==> src/pkg/pic_pkg.sv <==
// Purpose: Shared constants, types and count arithmetic for the interval counter.
// Assumes: One system clock; host and counter pins are synchronous to it.
// Notes:   Decimal arithmetic works digit by digit with borrow.

package pic_pkg;

  // ***************************************************************
  // Port addresses and control word fields
  // ***************************************************************
  localparam logic [1:0] PIC_ADDR_CTRL  = 2'h3;  // Control word port (offset 0x3)
  localparam logic [1:0] PIC_SEL_BAD    = 2'h3;  // Counter select code that is illegal
  localparam logic [1:0] PIC_ACC_LATCH  = 2'h0;  // Byte access code: latch command
  localparam logic [1:0] PIC_ACC_LSB    = 2'h1;  // Low byte only
  localparam logic [1:0] PIC_ACC_MSB    = 2'h2;  // High byte only
  localparam logic [1:0] PIC_ACC_BOTH   = 2'h3;  // Low byte then high byte
  localparam int         PIC_NUM_CNT    = 3;     // Counters in the block

  // ***************************************************************
  // Reset values
  // ***************************************************************
  localparam logic [15:0] PIC_COUNT_RST = 16'h0000;
  localparam logic [7:0]  PIC_DATA_RST  = 8'h00;
  localparam logic [1:0]  PIC_ACC_RST   = 2'h1;
  localparam logic        PIC_OUT_RST   = 1'b0;

  // Decoded counting modes, one-hot
  typedef enum logic [5:0] {
    PIC_M0 = 6'b000001,
    PIC_M1 = 6'b000010,
    PIC_M2 = 6'b000100,
    PIC_M3 = 6'b001000,
    PIC_M4 = 6'b010000,
    PIC_M5 = 6'b100000
  } pic_mode_t;

  // Control word layout
  typedef struct packed {
    logic [1:0] counter_select;  // counter_select_hi, counter_select_lo
    logic [1:0] byte_access;     // byte_access_hi, byte_access_lo
    logic [2:0] mode_sel;        // mode_sel_2 .. mode_sel_0
    logic       bcd;             // Decimal arithmetic
  } pic_ctl_t;

  // Host port pins
  typedef struct packed {
    logic       cs_n;
    logic       rd_n;
    logic       wr_n;
    logic       port_select_1;
    logic       port_select_0;
    logic [7:0] data;
  } pic_bus_t;

  // Mode field decode; top bit is a don't care for modes 2 and 3
  function automatic pic_mode_t pic_decode(input logic [2:0] m);
    pic_mode_t r;
    r = PIC_M0;
    case (m)
      3'h0:       r = PIC_M0;
      3'h1:       r = PIC_M1;
      3'h2, 3'h6: r = PIC_M2;
      3'h3, 3'h7: r = PIC_M3;
      3'h4:       r = PIC_M4;
      3'h5:       r = PIC_M5;
      default:    r = PIC_M0;
    endcase
    return r;
  endfunction

  // Subtract n (0..3) in binary or four-digit decimal, wrapping below zero
  function automatic logic [15:0] pic_sub(input logic [15:0] v, input logic [1:0] n,
                                          input logic bcd);
    logic [15:0] r;
    logic        borrow;
    r = v;
    for (int k = 0; k < 3; k++) begin
      if (k < int'(n)) begin
        if (!bcd) begin
          r = r - 16'h0001;
        end else begin
          borrow = 1'b1;
          for (int d = 0; d < 4; d++) begin
            if (borrow) begin
              if (r[4*d +: 4] == 4'h0) begin
                r[4*d +: 4] = 4'h9;
              end else begin
                r[4*d +: 4] = r[4*d +: 4] - 4'h1;
                borrow = 1'b0;
              end
            end
          end
        end
      end
    end
    return r;
  endfunction

endpackage

==> src/hdl/pic_timer.sv <==
// Purpose: Three independent 16-bit down counters with a write-only control word.
// Assumes: Host strobes, counter clocks and gates are synchronous to clk.
// Notes:   Counter clock edges are found by sampling; counting acts on falling edges.
//
// Notes on behaviour
// - Control word taken at port 11; bits 7:6 pick counter, 11 is illegal.
// - Bits 5:4 choose latch, low only, high only, or low then high.
// - Byte access 00 is a latch command and leaves configuration alone.
// - Bit 0 selects sixteen-bit binary or four-digit decimal down count.
// - Written count enters after all bytes, then a counter clock rise and fall.
// - Mode 0 output low from mode set, high at terminal count, keeps counting.
// - Mode 0 first byte of rewrite halts counting, second byte starts new count.
// - Mode 1 output low after gate rise, high at terminal count, retriggerable.
// - Mode 1 new count waits for next trigger; reads never disturb the pulse.
// - Mode 2 divides by N, one low clock per period, reload next period.
// - Mode 2 gate low forces high, gate rise restarts; high until loaded.
// - Mode 3 counts down by two, toggles output and reloads at terminal count.
// - Mode 3 odd count steps 1 then 3 at phase starts; halves (N+1)/2, (N-1)/2.
// - Mode 4 output high at mode set; one low clock at terminal count.
// - Mode 4 rewrite taken next counter clock; gate low holds counting.
// - Mode 5 counts after gate rise, one low clock at end, rise restarts.
// - Gate level enables modes 0,2,3,4; only rising edge matters in 1 and 5.
// - Latch command copies present count for later reads without disturbing it.
// - Count of zero yields 65536 binary or 10000 decimal clocks.
// - Two-byte reads return low byte first, then high byte.

module pic_timer
  import pic_pkg::*;
(
  // System
  input  wire logic                   clk,
  input  wire logic                   rstn,
  // Host port
  input  wire pic_pkg::pic_bus_t      bus,
  output logic      [7:0]             data_out,
  output logic                        data_oe,
  // Counter pins
  input  wire logic [2:0]             cnt_clk,
  input  wire logic [2:0]             gate,
  output logic      [2:0]             cnt_out
);
  import pic_pkg::*;

  // ***************************************************************
  // Host port decode
  // ***************************************************************
  logic       wr_prev;
  logic       rd_prev;
  logic [1:0] addr;
  logic       wr_take;
  logic       rd_take;
  pic_ctl_t   ctl;
  logic       ctl_write;
  logic [7:0] rd_byte [PIC_NUM_CNT];

  assign addr      = {bus.port_select_1, bus.port_select_0};
  assign ctl       = pic_ctl_t'(bus.data);
  // A write or read is taken on the cycle its strobe first goes low
  assign wr_take   = !bus.cs_n && !bus.wr_n && wr_prev;
  assign rd_take   = !bus.cs_n && !bus.rd_n && rd_prev && (addr != PIC_ADDR_CTRL);
  assign ctl_write = wr_take && (addr == PIC_ADDR_CTRL) &&
                     (ctl.counter_select != PIC_SEL_BAD);

  // Strobe history for edge detection
  always_ff @(posedge clk) begin
    if (!rstn) begin
      wr_prev <= 1'b1;
      rd_prev <= 1'b1;
    end else begin
      wr_prev <= bus.wr_n | bus.cs_n;
      rd_prev <= bus.rd_n | bus.cs_n;
    end
  end

  // Read data register, loaded from the addressed counter
  always_ff @(posedge clk) begin
    if (!rstn) begin
      data_out <= PIC_DATA_RST;
    end else if (rd_take) begin
      data_out <= rd_byte[addr];
    end
  end

  // Bus driven only while a counter is read
  assign data_oe = !bus.cs_n && !bus.rd_n && (addr != PIC_ADDR_CTRL);

  // ***************************************************************
  // Counters
  // ***************************************************************
  for (genvar i = 0; i < PIC_NUM_CNT; i++) begin : g_cnt
    pic_mode_t   mode;
    logic [1:0]  access;
    logic        bcd;
    logic [15:0] init;        // Count register
    logic [15:0] count;       // Counting element
    logic        wr_hi;       // Next written byte is the high one
    logic        rd_hi;       // Next read byte is the high one
    logic        pend;        // Count written, awaiting a clock rise
    logic        pend_rise;   // Rise seen, load on the next fall
    logic        halt;        // Mode 0 rewrite in progress
    logic [15:0] latch;
    logic        latched;
    logic        armed;       // Counting element holds a live count
    logic        first;       // First clock of a mode 3 phase
    logic        trig;        // Gate rise awaiting a counter clock
    logic        out;
    logic        clk_prev;
    logic        gate_prev;
    logic        cfall;
    logic        crise;
    logic        gate_rise;
    logic        sel;
    logic        set_mode;
    logic        latch_cmd;
    logic        cnt_write;
    logic        cnt_read;
    logic        load;
    logic        gate_en;
    logic [15:0] rd_src;
    logic [1:0]  step;
    logic [15:0] next_count;

    assign sel       = ctl.counter_select == 2'(i);
    assign set_mode  = ctl_write && sel && (ctl.byte_access != PIC_ACC_LATCH);
    assign latch_cmd = ctl_write && sel && (ctl.byte_access == PIC_ACC_LATCH);
    assign cnt_write = wr_take && (addr == 2'(i));
    assign cnt_read  = rd_take && (addr == 2'(i));
    assign cfall     = clk_prev && !cnt_clk[i];
    assign crise     = !clk_prev && cnt_clk[i];
    assign gate_rise = gate[i] && !gate_prev;
    assign load      = pend_rise && cfall;
    // Gate level enables counting only in modes 0, 2, 3 and 4
    assign gate_en   = (mode == PIC_M1 || mode == PIC_M5) ? 1'b1 : gate[i];
    assign rd_src    = latched ? latch : count;
    assign cnt_out[i] = out;

    // Mode 3 step: 1 at start of odd high phase, 3 at start of odd low phase
    always_comb begin
      step = 2'h2;
      if (first && init[0]) begin
        step = out ? 2'h1 : 2'h3;
      end
      next_count = pic_sub(count, (mode == PIC_M3) ? step : 2'h1, bcd);
    end

    // Byte presented to a read: latched value wins over the live count
    always_comb begin
      case (access)
        PIC_ACC_MSB:  rd_byte[i] = rd_src[15:8];
        PIC_ACC_BOTH: rd_byte[i] = rd_hi ? rd_src[15:8] : rd_src[7:0];
        default:      rd_byte[i] = rd_src[7:0];
      endcase
    end

    // Pin history
    always_ff @(posedge clk) begin
      if (!rstn) begin
        clk_prev  <= 1'b0;
        gate_prev <= 1'b1;  // Idle high gate gives no false rise after reset
      end else begin
        clk_prev  <= cnt_clk[i];
        gate_prev <= gate[i];
      end
    end

    // Configuration, count register writes and load sequencing
    always_ff @(posedge clk) begin
      if (!rstn) begin
        mode      <= PIC_M0;
        access    <= PIC_ACC_RST;
        bcd       <= 1'b0;
        init      <= PIC_COUNT_RST;
        wr_hi     <= 1'b0;
        pend      <= 1'b0;
        pend_rise <= 1'b0;
        halt      <= 1'b0;
      end else if (set_mode) begin
        mode      <= pic_decode(ctl.mode_sel);
        access    <= ctl.byte_access;
        bcd       <= ctl.bcd;
        wr_hi     <= 1'b0;
        pend      <= 1'b0;
        pend_rise <= 1'b0;
        halt      <= 1'b0;
      end else begin
        if (crise && pend) begin
          pend      <= 1'b0;
          pend_rise <= 1'b1;
        end
        if (load) begin
          pend_rise <= 1'b0;
          halt      <= 1'b0;
        end
        if (cnt_write) begin
          case (access)
            PIC_ACC_MSB: begin
              init <= {bus.data, 8'h00};
              pend <= 1'b1;
            end
            PIC_ACC_BOTH: begin
              if (!wr_hi) begin
                init[7:0] <= bus.data;
                wr_hi     <= 1'b1;
                pend      <= 1'b0;
                pend_rise <= 1'b0;
                halt      <= (mode == PIC_M0);
              end else begin
                init[15:8] <= bus.data;
                wr_hi      <= 1'b0;
                pend       <= 1'b1;
              end
            end
            default: begin
              init <= {8'h00, bus.data};
              pend <= 1'b1;
            end
          endcase
        end
      end
    end

    // Read byte order and count latch
    always_ff @(posedge clk) begin
      if (!rstn || set_mode) begin
        rd_hi   <= 1'b0;
        latch   <= PIC_COUNT_RST;
        latched <= 1'b0;
      end else begin
        if (latch_cmd && !latched) begin
          latch   <= count;
          latched <= 1'b1;
        end
        if (cnt_read) begin
          if (access == PIC_ACC_BOTH && !rd_hi) begin
            rd_hi <= 1'b1;
          end else begin
            rd_hi   <= 1'b0;
            latched <= 1'b0;
          end
        end
      end
    end

    // Counting element and output
    always_ff @(posedge clk) begin
      if (!rstn) begin
        count <= PIC_COUNT_RST;
        armed <= 1'b0;
        first <= 1'b0;
        trig  <= 1'b0;
        out   <= PIC_OUT_RST;
      end else if (set_mode) begin
        armed <= 1'b0;
        trig  <= 1'b0;
        out   <= (pic_decode(ctl.mode_sel) != PIC_M0);
      end else begin
        // Gate low holds the output high in the rate modes
        if (!gate[i] && (mode == PIC_M2 || mode == PIC_M3)) begin
          out <= 1'b1;
        end
        if (cfall) begin
          trig <= 1'b0;
          // Strobe modes hold low for exactly one counter clock
          if (!out && (mode == PIC_M4 || mode == PIC_M5)) begin
            out <= 1'b1;
          end
          if (load && (mode == PIC_M0 || mode == PIC_M4 || !armed) &&
              mode != PIC_M1 && mode != PIC_M5) begin
            count <= init;
            armed <= 1'b1;
            first <= 1'b1;
            if (mode == PIC_M0) begin
              out <= 1'b0;
            end
          end else if (trig && (mode == PIC_M1 || mode == PIC_M5 ||
                       ((mode == PIC_M2 || mode == PIC_M3) && armed))) begin
            count <= init;
            armed <= 1'b1;
            first <= 1'b1;
            out   <= (mode != PIC_M1);
          end else if (armed && gate_en && !halt &&
                       !(mode == PIC_M0 && (pend || pend_rise))) begin
            case (mode)
              PIC_M0: begin
                count <= next_count;
                if (count == 16'h0001) begin
                  out <= 1'b1;
                end
              end
              PIC_M1: begin
                count <= next_count;
                if (count == 16'h0001) begin
                  out   <= 1'b1;
                  armed <= 1'b0;
                end
              end
              PIC_M2: begin
                if (count == 16'h0001) begin
                  count <= init;
                  out   <= 1'b1;
                end else begin
                  count <= next_count;
                  out   <= (count != 16'h0002);
                end
              end
              PIC_M3: begin
                if (next_count == 16'h0000) begin
                  count <= init;
                  out   <= !out;
                  first <= 1'b1;
                end else begin
                  count <= next_count;
                  first <= 1'b0;
                end
              end
              PIC_M4, PIC_M5: begin
                count <= next_count;
                if (count == 16'h0001) begin
                  out   <= 1'b0;
                  armed <= 1'b0;
                end
              end
              default: begin
                count <= count;
              end
            endcase
          end
        end
        // A gate rise arriving with a counter clock is kept, not lost
        if (gate_rise && gate_en) begin
          trig <= 1'b1;
        end
      end
    end
  end

endmodule

==> config.mk <==
export PLATFORM = sky130hd
export DESIGN_NAME = pic_timer
export DESIGN_NICKNAME = d
export VERILOG_FILES = /design/src/pkg/pic_pkg.sv /design/src/hdl/pic_timer.sv
export SDC_FILE = /design/constraint.sdc
export NUM_CORES = 1
export LEC_CHECK = 0
export ABC_AREA = 1
export BUFFER_PORTS_ARGS = -buffer_cell sky130_fd_sc_hd__buf_2
export CELL_PAD_IN_SITES_DETAIL_PLACEMENT = 0
export CELL_PAD_IN_SITES_GLOBAL_PLACEMENT = 1
export CORE_ASPECT_RATIO = 1.2
export CORE_MARGIN = 4
export CORE_UTILIZATION = 41
export DETAILED_ROUTE_END_ITERATION = 8
export GPL_TIMING_DRIVEN = 0
export PLACE_DENSITY_LB_ADDON = 0.1
export SETUP_SLACK_MARGIN = 0.2
export SLEW_MARGIN = 10
export SYNTH_ARGS = -nofsm -noshare
export SYNTH_HDL_FRONTEND = slang
export SYNTH_SLANG_ARGS = --single-unit
==> constraint.sdc <==
create_clock -name clk -period 3.8 [get_ports clk]
set_input_delay 0.95 -clock clk [delete_from_list [all_inputs] [get_ports clk]]
set_output_delay 0.95 -clock clk [all_outputs]
set_load 0.01 [all_outputs]
==> summary.md <==
| Metric | Value |
|---|---|
| Starting density of the core | `0.4165` |
| FF-to-FF path depth | `29` |
| Share of layout cells above drive strength 1 | `0.2407` |
| R2r startpoint | `g_cnt[2].count[1]` |
| CP required | `4220 ps` |
| Post-synthesis sequential area ratio | `0.2313` |
| Total power | `5.092 mW` |
| Worst-path fanout max | `8` |
| Die area | `49320 um2` |
| Clock-pin transition on the worst setup and hold timing paths | `60 ps` |
| First-pass GRT wire length | `115600 um` |
| Worst slew pin tran | `1039 ps` |
| Final Setup Violations | `26` |
| Critical path arrival | `4310 ps` |
| FMAX | `257.0 MHz` |
| Core area | `45090 um2` |
| Leakage power | `9.847 nW` |
| Fill count | `4813` |
| CTS root buffer | `clkbuf_16` |
| Area delta synth->final | `27.29%` |
| Register bit total from synthesis | `217` |
| Synthesized netlist cell count | `3320` |
| Dpl cell area | `19720 um2` |
| Post-DP HPWL | `57520 um` |
| Fin. Hold Viols | `0` |
| Wire per inst | `18.21 um` |
| Grt ovf | `0` |
| Max Cap Viol | `0` |
| Finished layout cell area | `23910 um2` |
| # rows | `85` |
| Ys Warns | `0` |
| Syn Nets | `3359` |
| I/O pin count | `33` |
| Vias in the first global route | `21030` |
| Commonest cells in the netlist | `963 x nand2_1, 391 x inv_1, 307 x nor2_1` |
| H-tree Lvls | `1` |
| RSZ-0062 raised after global routing | `true` |
| Total CTS buffers | `23` |
| Fin crit period | `3890 ps` |
| Slew HR | `0.3046` |
| Drc violations | `0` |
| Nets | `3562` |
| Post-synth EDFFs | `0` |
| Syn_area_per_cell | `5.658 um2` |
| Setup CP Type | `flip-flop to flip-flop` |
| Clock Skew | `26.55 ps` |
| Max VDD drop | `333.0 uV` |
| Port Buf Inserts | `24` |
| Worst Setup EP | `g_cnt[2].count[7]` |
| Count leader, synth | `nand2_1` |
| Post-Syn Area | `18780 um2` |
| Largest area contributor in the netlist | `dfxtp_1` |
| Critical path's largest stage delay | `370 ps` |
| Vias | `22910` |
| Hold Crit Class | `flip-flop to flip-flop` |
| CTS tree | `yes` |
| Number of antenna violations at the first check in global routing | `0` |
| Fin. max-slew vios | `0` |
| Worst setup SP type | `flip-flop` |
| Largest net degree at the start of global routing | `16` |
| Via/cell ratio | `5.523` |
| ANT nets after route | `0` |
| Critical path's slowest cell | `dfxtp_4` |
| Failing checks | `setup timing` |
| TritonCTS Sinks | `217` |
| Flop2flop setup slack | `-90 ps` |
| RR Endpoint | `g_cnt[2].count[7]` |
| Clock latency on the worst-skew pair | `550 ps` |
| Worst hold margin | `458.2 ps` |
| Die Y-Extent | `242.5 um` |
| Critical Path Most Common Cell | `buf_4` |
| Period utilization | `1.024` |
| Final GP Congestion | `0.9590` |
| CP Launch Point | `g_cnt[2].count[1]` |
| Top cell type's share of synthesized area | `0.2313` |
| Status | `finished with violations` |
| Pwr per Cell Area | `213.0 nW/um2` |
| Async S/R FF share, synth | `0` |
| Antenna cell count | `0` |
| Area occupied by multi-input gates | `14330 um2` |
| Worst setup EP type | `flip-flop` |
| Final setup margin | `-90.41 ps` |
| Post-synthesis cell type count | `55` |
| Overall global routing resource usage | `0.2861` |
| Die W | `203.4 um` |
| Most area-consuming cells after synthesis | `dfxtp_1 23%, nand2_1 19%, a21oi_1 8.0%` |
| Iteration-0 DRC Markers | `1880` |
| Post-synth top flop | `dfxtp_1` |
| Seq. cell area | `4385 um2` |
| Drt first pass iters | `5` |
| Total Routed Length | `75560 um` |
| Fin util | `0.5302` |
| CTS max path bufs | `3` |
## report_power, final
part           internal, mW  leakage (nW)  switching, mW
registers              2.30          1.77         0.0207
clock network          1.31         0.379           1.04
logic                 0.116          7.70          0.308
total                  3.72          9.85           1.37
## worst max-delay path: cells and delay by family, from the launching register on
kind / cells / cell delay (ps)
flops: 1 / 370
fa+ha+maj: 2 / 310
buf+inv: 8 / 860
simple gates: 14 / 1600
compound gates: 5 / 630
## per-layer routing
layer | share of wire | global-route usage | wire length [um] | vias up
met2 | 0.48 | 0.4994 | 36370 | 713
met4 | 0.036 | 0.09089 | 2688 | 0
met5 | 0 | 0 | 0 | -
li1 | - | - | - | 11330
met3 | 0.058 | 0.03441 | 4357 | 148
met1 | 0.43 | 0.3673 | 32140 | 10720
## state kept, by name, indices dropped and copies added, names as in the netlist, 6 cells and up
signal / cells
g_cnt.mode: 18
data_out: 8
g_cnt.access: 6
g_cnt.count: 48
g_cnt.init: 48
g_cnt.latch: 48
## final cells by class
type / instances / share of cell area
Buffer: 115 / 0.02229
Clock buffer: 26 / 0.02538
Clock inverter: 16 / 0.006960
Inverter: 443 / 0.07258
Multi-Input combinational cell: 2546 / 0.5992
Sequential cell: 217 / 0.1834
Tap cell: 609 / 0.03187
Timing Repair Buffer: 177 / 0.05830
## repair_timing
| item | 4_1_cts | 5_1_grt |
|---|---|---|
| hold endpoints to repair | 0 | 0 |
| cloned | 4 | 1 |
| pin swaps | 119 | 161 |
| setup buffers | 79 | 70 |
| endpoints found under the setup margin | 54 | 54 |
| gates resized for setup | 345 | 277 |
| hold buffers | 0 | 0 |
## worst min-delay path by stage
stage,startpoint,endpoint,slack (ps),depth (start not counted)
after CTS,g_cnt[0].latch[13],g_cnt[0].latch[13],460,2
after global placement,g_cnt[0].latch[10],g_cnt[0].latch[10],440,2
after floorplan,g_cnt[0].latch[15],g_cnt[0].latch[15],420,2
final,g_cnt[0].latch[1],g_cnt[0].latch[1],460,2
after global routing,g_cnt[0].latch[9],g_cnt[0].latch[9],480,2
after detailed placement,g_cnt[0].latch[10],g_cnt[0].latch[10],440,2
## cells in the final DEF (no fill, tap or decap), types with 11 or more instances in the layout
master and n:
nand3_1 238, buf_4 139, a21oi_2 52, o211ai_1 43
nand3_2 45, nor2_1 245, o221ai_1 11, a21oi_1 256
clkbuf_16 23, nor2_4 72, a31oi_1 18, clkbuf_1 81
nand2_2 152, nand3_4 20, nand4_1 53, o21ai_0 186
buf_6 18, clkinv_1 11, nor3_1 40, buf_2 31
nand2_1 810, inv_4 11, o21ai_1 25, inv_2 47
dfxtp_1 198, a211oi_1 29, ha_4 12, inv_1 366
dfxtp_2 12, nand2_4 43, nor2_2 55, o21ai_2 35
## per-stage QoR
| stage | cells | TNS [ps] | setup WS, ps |
|---|---|---|---|
| 6_report | 4149 | -1259 | -90.41 |
| 3_3_place_gp | 3953 | -30020 | -893.3 |
| 2_1_floorplan | 3320 | 0 | 200.2 |
| 4_1_cts | 4078 | -312.0 | -46.61 |
| 5_1_grt | 4149 | -10080 | -341.1 |
| 3_5_place_dp | 3953 | -31540 | -908.4 |
## cells by family after synthesis
family	synth area share
XOR/XNOR	0.006529
buffers and inverters	0.1144
AO/OA/AOI/OAI	0.2138
adder cells (fa/ha/maj)	0.01199
AND/OR/NAND/NOR	0.4219
flip-flops	0.2313
Power figures use the tool's default switching activity.
